<file path="src/pef_defines.vh">
// Purpose: Offsets, bit positions and reset values of the event flag registers.
// Assumes: Byte-wide registers addressed by an 8-bit register index.
// Notes: Definitions only.
`ifndef PEF_DEFINES_VH
`define PEF_DEFINES_VH

// ====================================================================
// Register offsets
`define PEF_ADDR_LINK 8'h0b
`define PEF_ADDR_UART 8'h0c
`define PEF_ADDR_RDY 8'h0d

// ====================================================================
// Bit positions, link and moisture register
`define PEF_B_LNG_XFER 7
`define PEF_B_UVLO 6
`define PEF_B_MOI_DONE 5
`define PEF_B_MOI_DET 4
`define PEF_B_MOI_VALID 3
`define PEF_B_RES_ABR 2
`define PEF_B_RES_OPN 1
`define PEF_B_RES_GND 0

// ====================================================================
// Bit positions, serial mode register
`define PEF_B_URT_TMO 7
`define PEF_B_URT_FAIL 6
`define PEF_B_URT_DONE 5
`define PEF_B_URT_SWC 4
`define PEF_B_DEAD 3
`define PEF_B_SWC_OFF 1
`define PEF_B_CHG_PRQ 0

// ====================================================================
// Bit positions, ready and watchdog register
`define PEF_B_ITF_RDY 7
`define PEF_B_WDT_CLR 2

// ====================================================================
// Implemented-bit masks and reset values
`define PEF_MASK_LINK 8'hff
`define PEF_MASK_UART 8'hfb
`define PEF_MASK_RDY 8'h84
`define PEF_RST_LINK 8'h00
`define PEF_RST_UART 8'h00
`define PEF_RST_RDY 8'h80
`define PEF_STS_W 6
`define PEF_ZERO8 8'h00

`endif

</file>
<file path="src/pef_sync.v">
// Purpose: Two-flop synchroniser bank for asynchronous status inputs.
// Assumes: Inputs come from outside the clock domain.
// Notes: Only the second stage is visible to other logic.
`timescale 1ns/100ps
module pef_sync #(
  parameter W = 6
) (
  input wire clk,
  input wire rst,
  input wire [W-1:0] d,
  output wire [W-1:0] q
);
  reg [W-1:0] s1_q;
  reg [W-1:0] s2_q;
  always @(posedge clk) begin
    if (rst) begin
      s1_q <= {W{1'b0}};
      s2_q <= {W{1'b0}};
    end else begin
      s1_q <= d;
      s2_q <= s1_q;
    end
  end
  assign q = s2_q;
endmodule // pef_sync

</file>
<file path="src/pef_event_flags.v">
// Purpose: Three sticky event flag registers at register offsets 0x0b..0x0d.
// Assumes: Status and event inputs are asynchronous levels; register port is single-cycle.
// Notes: Writing 1 to a flag clears it; a new event in the same cycle wins.
`timescale 1ns/100ps
`include "pef_defines.vh"

// Notes on behaviour
// [RULE_01] Long transfer status change sets flag
// [RULE_02] Undervoltage status change sets flag
// [RULE_03] Moisture measurement done sets flag
// [RULE_04] Link moisture status change sets flag
// [RULE_05] Valid moisture result sets flag
// [RULE_06] Resistive abort, open, ground set flags
// [RULE_07] Serial mode timeout sets flag
// [RULE_08] Serial mode entry failure sets flag
// [RULE_09] Serial mode entry or exit sets flag
// [RULE_10] Serial switch open status change sets flag
// [RULE_11] Dead master found sets flag
// [RULE_12] Switch-off mode status change sets flag
// [RULE_13] Charger prerequisite status change sets flag
// [RULE_14] Ready flag resets set; OTP/ready change sets
// [RULE_15] Host reads watchdog bit within limit
// [RULE_16] Watchdog bit one until read after timeout; a self-clear or a write of one also clears it
// [RULE_17] Flags sticky until software writes one
// [RULE_18] Reserved bits read zero, ignore writes
module pef_event_flags (
  input wire CLK,
  input wire RST,
  input wire [7:0] REG_ADDR,
  input wire REG_WR,
  input wire REG_RD,
  input wire [7:0] REG_WDATA,
  output wire [7:0] REG_RDATA,
  input wire LNG_XFER_STS,
  input wire BATTERY_UNDERVOLTAGE_STATUS_N,
  input wire LINK_MOISTURE_STS,
  input wire SERIAL_SWITCH_OPEN_STS,
  input wire SWITCH_OFF_STS,
  input wire CHARGER_PREREQ_STS,
  input wire INTERFACE_READY_STS,
  input wire MOI_DONE_EVT,
  input wire MOI_VALID_EVT,
  input wire RES_ABORT_EVT,
  input wire RES_OPEN_EVT,
  input wire RES_GROUND_EVT,
  input wire URT_TIMEOUT_EVT,
  input wire URT_FAIL_EVT,
  input wire URT_ENTER_EVT,
  input wire URT_EXIT_EVT,
  input wire DEAD_MASTER_EVT,
  input wire OTP_DONE_EVT,
  input wire WDT_TIMEOUT_EVT,
  input wire WDT_SELF_CLEAR,
  output wire WDT_SERVICED
);

  // ====================================================================
  // Input synchronisation
  wire [`PEF_STS_W-1:0] sts_s;
  reg [`PEF_STS_W-1:0] sts_prev_q;
  wire [`PEF_STS_W-1:0] sts_chg;
  wire [13:0] evt_s;
  reg [13:0] evt_prev_q;
  wire [13:0] evt_rise;
  wire rdy_s;
  reg rdy_prev_q;
  reg sts_valid_q;

  pef_sync #(.W(`PEF_STS_W)) u_sync_sts (
    .clk(CLK),
    .rst(RST),
    .d({LNG_XFER_STS, BATTERY_UNDERVOLTAGE_STATUS_N, LINK_MOISTURE_STS,
        SERIAL_SWITCH_OPEN_STS, SWITCH_OFF_STS, CHARGER_PREREQ_STS}),
    .q(sts_s)
  );

  pef_sync #(.W(15)) u_sync_evt (
    .clk(CLK),
    .rst(RST),
    .d({INTERFACE_READY_STS, MOI_DONE_EVT, MOI_VALID_EVT, RES_ABORT_EVT, RES_OPEN_EVT,
        RES_GROUND_EVT, URT_TIMEOUT_EVT, URT_FAIL_EVT, URT_ENTER_EVT, URT_EXIT_EVT,
        DEAD_MASTER_EVT, OTP_DONE_EVT, WDT_TIMEOUT_EVT, WDT_SELF_CLEAR, 1'b0}),
    .q({rdy_s, evt_s})
  );

  // Status history is primed one cycle after reset so that the first sample is no change.
  always @(posedge CLK) begin
    if (RST) begin
      sts_prev_q <= {`PEF_STS_W{1'b0}};
      evt_prev_q <= 14'h0000;
      rdy_prev_q <= 1'b0;
      sts_valid_q <= 1'b0;
    end else begin
      sts_prev_q <= sts_s;
      evt_prev_q <= evt_s;
      rdy_prev_q <= rdy_s;
      sts_valid_q <= 1'b1;
    end
  end

  assign sts_chg = sts_valid_q ? (sts_s ^ sts_prev_q) : {`PEF_STS_W{1'b0}};
  assign evt_rise = evt_s & ~evt_prev_q;

  wire chg_lng = sts_chg[5];
  wire chg_uvlo = sts_chg[4];
  wire chg_moi = sts_chg[3];
  wire chg_swc = sts_chg[2];
  wire chg_off = sts_chg[1];
  wire chg_prq = sts_chg[0];
  wire chg_rdy = sts_valid_q & (rdy_s ^ rdy_prev_q);
  wire ev_moi_done = evt_rise[13];
  wire ev_moi_valid = evt_rise[12];
  wire ev_abr = evt_rise[11];
  wire ev_opn = evt_rise[10];
  wire ev_gnd = evt_rise[9];
  wire ev_tmo = evt_rise[8];
  wire ev_fail = evt_rise[7];
  wire ev_enter = evt_rise[6];
  wire ev_exit = evt_rise[5];
  wire ev_dead = evt_rise[4];
  wire ev_otp = evt_rise[3];
  wire ev_wdt = evt_rise[2];
  wire ev_wself = evt_rise[1];

  // ====================================================================
  // Register access decode
  function sel;
    input [7:0] a;
    input [7:0] r;
    begin
      sel = (a == r);
    end
  endfunction

  wire wr_link = REG_WR & sel(REG_ADDR, `PEF_ADDR_LINK);
  wire wr_uart = REG_WR & sel(REG_ADDR, `PEF_ADDR_UART);
  wire wr_rdy = REG_WR & sel(REG_ADDR, `PEF_ADDR_RDY);
  wire rd_rdy = REG_RD & sel(REG_ADDR, `PEF_ADDR_RDY);

  // Write-one-to-clear masks, restricted to implemented bits.
  wire [7:0] clr_link = wr_link ? (REG_WDATA & `PEF_MASK_LINK) : `PEF_ZERO8; // RULE_17
  wire [7:0] clr_uart = wr_uart ? (REG_WDATA & `PEF_MASK_UART) : `PEF_ZERO8; // RULE_18
  wire [7:0] clr_rdy = wr_rdy ? (REG_WDATA & `PEF_MASK_RDY) : `PEF_ZERO8; // RULE_18

  // ====================================================================
  // Event sets
  reg [7:0] set_link;
  reg [7:0] set_uart;
  reg [7:0] set_rdy;
  always @* begin
    set_link = `PEF_ZERO8;
    set_uart = `PEF_ZERO8;
    set_rdy = `PEF_ZERO8;
    set_link[`PEF_B_LNG_XFER] = chg_lng; // RULE_01
    set_link[`PEF_B_UVLO] = chg_uvlo; // RULE_02
    set_link[`PEF_B_MOI_DONE] = ev_moi_done; // RULE_03
    set_link[`PEF_B_MOI_DET] = chg_moi; // RULE_04
    set_link[`PEF_B_MOI_VALID] = ev_moi_valid; // RULE_05
    set_link[`PEF_B_RES_ABR] = ev_abr; // RULE_06
    set_link[`PEF_B_RES_OPN] = ev_opn; // RULE_06
    set_link[`PEF_B_RES_GND] = ev_gnd; // RULE_06
    set_uart[`PEF_B_URT_TMO] = ev_tmo; // RULE_07
    set_uart[`PEF_B_URT_FAIL] = ev_fail; // RULE_08
    set_uart[`PEF_B_URT_DONE] = ev_enter | ev_exit; // RULE_09
    set_uart[`PEF_B_URT_SWC] = chg_swc; // RULE_10
    set_uart[`PEF_B_DEAD] = ev_dead; // RULE_11
    set_uart[`PEF_B_SWC_OFF] = chg_off; // RULE_12
    set_uart[`PEF_B_CHG_PRQ] = chg_prq; // RULE_13
    set_rdy[`PEF_B_ITF_RDY] = ev_otp | chg_rdy; // RULE_14
    set_rdy[`PEF_B_WDT_CLR] = ev_wdt; // RULE_16
  end

  // ====================================================================
  // Flag registers
  reg [7:0] link_moisture_event_flags_q;
  reg [7:0] uart_mode_event_flags_q;
  reg [7:0] ready_watchdog_flags_q;
  wire [7:0] link_d = ((link_moisture_event_flags_q & ~clr_link) | set_link) & `PEF_MASK_LINK; // RULE_17
  wire [7:0] uart_d = ((uart_mode_event_flags_q & ~clr_uart) | set_uart) & `PEF_MASK_UART; // RULE_18
  // Reading the watchdog bit clears it; a self-clear also drops it. A new timeout wins.
  wire wdt_drop = rd_rdy | ev_wself; // RULE_16
  wire [7:0] rdy_keep = ready_watchdog_flags_q & ~clr_rdy &
                        ~({7'h00, wdt_drop} << `PEF_B_WDT_CLR);
  wire [7:0] rdy_d = (rdy_keep | set_rdy) & `PEF_MASK_RDY; // RULE_18

  always @(posedge CLK) begin
    if (RST) begin
      link_moisture_event_flags_q <= `PEF_RST_LINK;
      uart_mode_event_flags_q <= `PEF_RST_UART;
      ready_watchdog_flags_q <= `PEF_RST_RDY; // RULE_14
    end else begin
      link_moisture_event_flags_q <= link_d;
      uart_mode_event_flags_q <= uart_d;
      ready_watchdog_flags_q <= rdy_d;
    end
  end

  // ====================================================================
  // Read data, registered; the value shown is the one before any clear-on-read.
  reg [7:0] rdata_q;
  always @(posedge CLK) begin
    if (RST) begin
      rdata_q <= `PEF_ZERO8;
    end else if (REG_RD) begin
      if (sel(REG_ADDR, `PEF_ADDR_LINK)) begin
        rdata_q <= link_moisture_event_flags_q;
      end else if (sel(REG_ADDR, `PEF_ADDR_UART)) begin
        rdata_q <= uart_mode_event_flags_q;
      end else if (sel(REG_ADDR, `PEF_ADDR_RDY)) begin
        rdata_q <= ready_watchdog_flags_q; // RULE_15
      end else begin
        rdata_q <= `PEF_ZERO8;
      end
    end
  end
  assign REG_RDATA = rdata_q;

  // The watchdog logic outside sees the bit cleared once the host has read it.
  assign WDT_SERVICED = ~ready_watchdog_flags_q[`PEF_B_WDT_CLR]; // RULE_16

endmodule // pef_event_flags

</file>
<file path="config.mk">
export PLATFORM = sky130hd
export DESIGN_NAME = pef_event_flags
export DESIGN_NICKNAME = d
export VERILOG_FILES = /design/src/pef_sync.v /design/src/pef_event_flags.v
export VERILOG_INCLUDE_DIRS = /design/src
export SDC_FILE = /design/constraint.sdc
export NUM_CORES = 1
export LEC_CHECK = 0
export BUFFER_PORTS_ARGS = -buffer_cell sky130_fd_sc_hd__buf_2
export CORE_MARGIN = 2
export CORE_UTILIZATION = 40
export CTS_CLUSTER_DIAMETER = 120
export CTS_CLUSTER_SIZE = 14
export DETAILED_ROUTE_END_ITERATION = 10
export PLACE_DENSITY = 0.61
export SLEW_MARGIN = 20
export SYNTH_ARGS = -nofsm -noshare
export SYNTH_HDL_FRONTEND = slang
export SYNTH_SLANG_ARGS = --single-unit
export TNS_END_PERCENT = 10
</file>
<file path="constraint.sdc">
create_clock -name CLK -period 1.52 [get_ports CLK]
set_input_delay 0.076 -clock CLK [delete_from_list [all_inputs] [get_ports CLK]]
set_output_delay 0.076 -clock CLK [all_outputs]
set_load 0.02 [all_outputs]
</file>
Word-level counts from Yosys, hierarchy flattened
Cells that the tools add are included.

operators by class
  equal/unequal tests = 3
  multiplexer cells = 8
  bitwise gates (word level) = 24

operators by type and width
  cell                  number
  $mux W8               6
  $and A8 B8 Y8         4
  $eq A8 B4 Y1 const B  3
  $not A8 Y8            3
  $or A8 B8 Y8          3
  $and A14 B14 Y14      1
  $not A14 Y14          1
  $not A3 Y8            1
  $mux W6               1
  $xor A6 B6 Y6         1
  $and A1 B1 Y1         5
  $or A1 B1 Y1          3
  $mux W1               1
  $not A1 Y1            1
  $xor A1 B1 Y1         1

word-level totals
  register bits = 96
  word-level logic and storage cells = 50
  input bits = 40
  output and inout port bits = 9

Logic depth before layout (Yosys ltp)
  depth in word-level cells = 7
  gate-level depth with buffers = 5

Hierarchy
Synthesis repeated with hierarchy kept, for this count alone.

second synthesis, totals
  cells, all modules = 293
  area total of the unflattened synthesis = 3139.3 um^2

modules (own cells, without submodules)
  module                 times used  cells each  seq. area each (um^2)  area an instance (um^2)
  pef_event_flags        1           205         920.9                  1890.6
  pef_sync (u_sync_evt)  1           63          600.6                  882.1
  pef_sync (u_sync_sts)  1           25          240.2                  366.6

Least setup slack after synthesis
Ideal clock, no wire load.

  path type = input-to-reg
  start = input port REG_ADDR[7]
  end = register link_moisture_event_flags_q[0]
  setup time = 0.132 ns
  cell stages on the path = 4
  setup slack = 0.229 ns
  arrival time = 1.159 ns
  data required time = 1.388 ns
  path through = or4b_4 buf_6 o41ai_1 a21oi_1

between the ends
  cells in the longest elaborated chain, start to end = 6

ends and longest elaborated chain
  item                    RTL line               source
  start: declaration      pef_event_flags.v:29   input wire [7:0] REG_ADDR,
  $eq A8 B4 Y1            pef_event_flags.v:131  sel = (a == r);
  $and A1 B1 Y1           pef_event_flags.v:135  wire wr_link = REG_WR & sel(REG_ADDR, `PEF_ADDR_LINK);
  $mux W8 (no line)       n/a
  $not A8 Y8              pef_event_flags.v:178  wire [7:0] link_d = ((link_moisture_event_flags_q & ~clr_link) | set_link) & `PEF_MASK_LINK;
  $and A8 B8 Y8           pef_event_flags.v:178
  $or A8 B8 Y8            pef_event_flags.v:178
  end signal: assignment  pef_event_flags.v:188  link_moisture_event_flags_q <= `PEF_RST_LINK;
  end signal: assignment  pef_event_flags.v:192  link_moisture_event_flags_q <= link_d;
  end: declaration        pef_event_flags.v:175  reg [7:0] link_moisture_event_flags_q;

No other way between the ends.
A chain may end at the register's enable or synchronous reset.

Final worst setup path
  start = input port REG_ADDR[7]
  end = register ready_watchdog_flags_q[2]

between the ends
  cells in the longest elaborated chain, start to end = 7

ends and longest elaborated chain
  item                    RTL line               source
  $eq A8 B4 Y1 (*)        pef_event_flags.v:131
  $and A1 B1 Y1           pef_event_flags.v:137  wire wr_rdy = REG_WR & sel(REG_ADDR, `PEF_ADDR_RDY);
  $mux W8 (no line)       n/a
  $not A8 Y8              pef_event_flags.v:182  wire [7:0] rdy_keep = ready_watchdog_flags_q & ~clr_rdy &
  $and A8 B8 Y8           pef_event_flags.v:182
  $and A8 B8 Y8 (*)       pef_event_flags.v:182
  $or A8 B8 Y8 (*)        pef_event_flags.v:184  wire [7:0] rdy_d = (rdy_keep | set_rdy) & `PEF_MASK_RDY;
  end signal: assignment  pef_event_flags.v:190  ready_watchdog_flags_q <= `PEF_RST_RDY;
  end signal: assignment  pef_event_flags.v:194  ready_watchdog_flags_q <= rdy_d;
  end: declaration        pef_event_flags.v:177  reg [7:0] ready_watchdog_flags_q;

Every way passes the cells marked *; elsewhere a longest branch is shown, timed or not.

==> Implementation_results.wiki <==
{| class="wikitable"
! Metric !! Value
|-
| Outcome || finished, final reports clean
|-
| Part of the Yosys area used for sequential elements || 57.2%
|-
| Finish-stage setup viols || 0
|-
| Aggregate global routing overflow || 0
|-
| GRT Max-Usage Layer || met2
|-
| Crit path launch type || input port
|-
| Fraction of final layout cells with drive strength greater than 1 || 21.3%
|-
| Number of buffer and inverter stages on the critical path || 2
|-
| Hold buffer count at CTS || 20
|-
| Transition time at the pin with the least slew margin || 0.484 ns
|-
| DRC Markers || 0
|-
| Hold violation total from the final report || 0
|-
| Portion of synthesized cell area occupied by the leading cell type || 57.2%
|-
| Pin count of the biggest net entering global routing || 53
|-
| Peak supply drop || 0.480 mV
|-
| Delay of the slowest critical-path stage || 0.59 ns
|-
| DR WL/cell || 12.4 um
|-
| Start point of the critical path || REG_ADDR[7]
|-
| Setup crit end || ready_watchdog_flags_q[2]
|-
| Most area-consuming cells after synthesis || sky130_fd_sc_hd__dfxtp_1, sky130_fd_sc_hd__nor2b_1, sky130_fd_sc_hd__nand2b_1, sky130_fd_sc_hd__nand2_1, sky130_fd_sc_hd__o41ai_1
|-
| Area growth from synthesis to final layout || 23.5%
|-
| Ports || 49
|-
| Period minus WS final || 1.21 ns
|-
| Starting density of the core || 41.5%
|-
| Row Count || 31
|-
| Met3 track utilization from global routing || 4.09%
|-
| Total chip power || 3.98 mW
|-
| Syn Inst Count || 288
|-
| Number of design-rule violations left by the first detailed-router iteration || 52
|-
| Die Y || 90.7 um
|-
| Stages on worst setup path || 5
|-
| Count of flip-flops with a built-in enable after synthesis || 0
|-
| Final standard cell count with taps included and fillers excluded || 461
|-
| Total Die Area || 8230 um2
|-
| Die Wd || 90.7 um
|-
| First-pass GRT wire length || 9480 um
|-
| Insertion delay to the later sink of the worst-skew pair || 0.34 ns
|-
| Power share of the sequential group || 59.5%
|-
| RSZ-0062 raised after global routing || no
|-
| Area of the mapped netlist || 3010 um2
|-
| Total Routing Usage GR || 14.6%
|-
| Net switching power figure || 901 uW
|-
| Period utilization || 79.7%
|-
| Remaining antenna violation count || 0
|-
| Power Dens Cells || 1070 nW/um2
|-
| Post-CTS repair timing setup buffer count || 0
|-
| Classification of the worst-slack hold path || input port to flop
|-
| Final Max Slew Viols || 0
|-
| Async set or reset register ratio after synthesis || 0%
|-
| Capture point of the worst reg-to-reg path || REG_RDATA[7]
|-
| Post-layout utilization of the core || 51.3%
|-
| Data arrival, critical path || 1.44 ns
|-
| Final net count || 399
|-
| Warning count from the yosys run || 0
|-
| Critical path cell sequence || buf_2 -> or4b_4 -> a2111oi_0 -> buf_4 -> o41ai_1
|-
| Dominant cell by count in the synthesized netlist || sky130_fd_sc_hd__dfxtp_1
|-
| TritonCTS clock tree || built
|-
| Number of maximum-capacitance violations || 0
|-
| Synthesized Nets || 328
|-
| Routed vias/inst || 4.70
|-
| Global-route track usage on met2 || 23.1%
|-
| Clock sink total || 86
|-
| Top cells by count, synth || sky130_fd_sc_hd__dfxtp_1, sky130_fd_sc_hd__nor2b_1, sky130_fd_sc_hd__nand2_1, sky130_fd_sc_hd__nand2b_1, sky130_fd_sc_hd__clkbuf_1
|-
| Flip-flop and latch count after synthesis || 86
|-
| Internal power contribution || 3.08 mW
|-
| Filler cells || 695
|-
| Antenna diodes || 0
|-
| Placed wire-length estimate after detailed placement || 3960 um
|-
| Primary FF master, synth || sky130_fd_sc_hd__dfxtp_1
|-
| Syn Area/Cell || 10.4 um2
|-
| Tightest slew margin relative to the limit || 66.9%
|-
| Total wire length || 5700 um
|-
| Leakage power || 1.45 nW
|-
| Comb power frac || 8.0%
|-
| Met1 global-route usage || 17.9%
|-
| Clk root buf || sky130_fd_sc_hd__clkbuf_8
|-
| Maximum buffer depth of the clock tree || 2
|-
| R2R Path Start || uart_mode_event_flags_q[7]
|-
| Largest clock skew in the final design || 0.00656 ns
|-
| Maximum fanout along the worst path || 5
|-
| Core outline area || 7250 um2
|-
| Post-Place Cells || 427
|-
| Number of levels the H-tree was split into || 3
|-
| GPL Wtd Cong || 0.841
|-
| Depth of the worst register-to-register path || 3
|-
| PostCTS Resize Cnt || 0
|-
| Number of iterations in the first detailed-routing pass || 4
|-
| Number of buffer cells added on primary ports || 48
|-
| Portion of total power attributed to the clock network || 32.5%
|-
| Required time of the worst setup path || 1.74 ns
|-
| Number of distinct library cells after synthesis || 44
|-
| Clock-pin slew of the registers on the worst-case setup and hold paths || 0.08 ns
|-
| Vias || 2,168
|-
| Number of global-route vias before repair || 2,090
|-
| Kind of cell adding the most delay to the critical path || simple AND/OR/NAND/NOR gates
|-
| Net Sw Frac || 22.6%
|-
| Category of the worst setup path capture point || flop
|-
| Setup CP Type || input port to flop
|-
| Antenna violations before repair || 0
|-
| HP Start || RST
|-
| Worst-path cell with the longest stage delay || sky130_fd_sc_hd__or4b_4
|-
| Flop-to-flop setup slack || 0.53 ns
|-
| TritonCTS buffer count || 9
|-
| Max Clock Freq || 825 MHz
|-
| Cell taking the most area after synthesis || sky130_fd_sc_hd__dfxtp_1
|}
==> worst register-to-register path, cell delays in order (launching register included) <==
cell	delay [ns]
sky130_fd_sc_hd__dfxtp_1	0.34
sky130_fd_sc_hd__mux2i_1	0.07
sky130_fd_sc_hd__o32a_1	0.30
sky130_fd_sc_hd__o41ai_2	0.19
==> metal layers <==
layer / part of all wire [%] / wire length (um)
met5: 0 / 0
met4: 1.9 / 108
met3: 4.7 / 267
met2: 45 / 2550
met1: 49 / 2770
==> stage by stage <==
stage	worst slack, ns	hold slack [ns]	setup TNS, ns	instance area, um2
final	0.309	0.0896	0	3720
after global routing	0.319	0.0859	0	3720
after CTS	0.304	0.0747	0	3720
after detailed placement	-0.0540	0.288	-0.0540	3360
after global placement	-0.0741	0.290	-0.0741	3360
after floorplan	0.229	0.204	0	3010
==> cells by family after synthesis <==
| kind of cell | after synthesis | share of synthesized area [%] |
|---|---|---|
| AOI/OAI and AO/OA | 48 | 12.0 |
| xor gates and xnor gates | 7 | 2.04 |
| buffers and inverters | 25 | 3.99 |
| DFF | 86 | 57.2 |
| muxes | 1 | 0.333 |
| and+or+nand+nor | 121 | 24.4 |
==> how the worst min path moves through the flow <==
stage | endpoint | slack, ns | cells past startpoint
finish | evt_prev_q[1] | 0.09 | 2
global route | evt_prev_q[1] | 0.09 | 2
CTS | evt_prev_q[1] | 0.07 | 2
detailed placement | u_sync_sts.s1_q[4] | 0.29 | 2
global placement | u_sync_evt.s1_q[8] | 0.29 | 2
floorplan | u_sync_evt.s1_q[10] | 0.20 | 1
==> registers in the layout, indices dropped and copies added, names as in the netlist <==
signal / count
uart_mode_event_flags_q: 7
u_sync_evt.q: 14
u_sync_sts.s1_q: 6
sts_valid_q: 1
rdy_prev_q: 1
REG_RDATA: 8
evt_prev_q: 13
link_moisture_event_flags_q: 8
u_sync_evt.s1_q: 14
u_sync_sts.q: 6
sts_prev_q: 6
ready_watchdog_flags_q: 2
==> layout by cell type (no fill, tap or decap), drive strengths merged, types with 3 or more instances in the layout <==
cell type,Yosys,final
dfxtp,86,86
nor2b,61,61
buf,7,57
dlygate4sd3,0,20
nand2,18,18
nand2b,14,14
clkbuf,10,10
inv,8,8
a21oi,8,8
o41ai,8,8
o21ai,7,7
xnor2,6,6
o31ai,6,6
nor2,6,6
o32a,4,4
nor4,3,3
o22ai,3,3
o32ai,3,3
nor3,3,3
or4b,3,3
clkinv,0,3
==> power groups by stage <==
stage	logic (mW)	clock network, mW	registers [mW]
2_1_floorplan	0.182	0	2.41
3_3_place_gp	0.277	0	2.42
3_5_place_dp	0.281	0	2.42
4_1_cts	0.320	1.35	2.37
5_1_grt	0.353	1.44	2.38
6_report	0.318	1.30	2.37
==> cell type report <==
type	instances	area, um2	share of cell area (%)
inverter	8	30.0	0.808
sequential	86	1720	46.3
clock inverter	4	26.3	0.707
multi-input combinational	177	1170	31.4
tap	99	124	3.33
timing repair buffer	77	520	14.0
clock buffer	10	128	3.43
(Power assumes the default switching activity.)
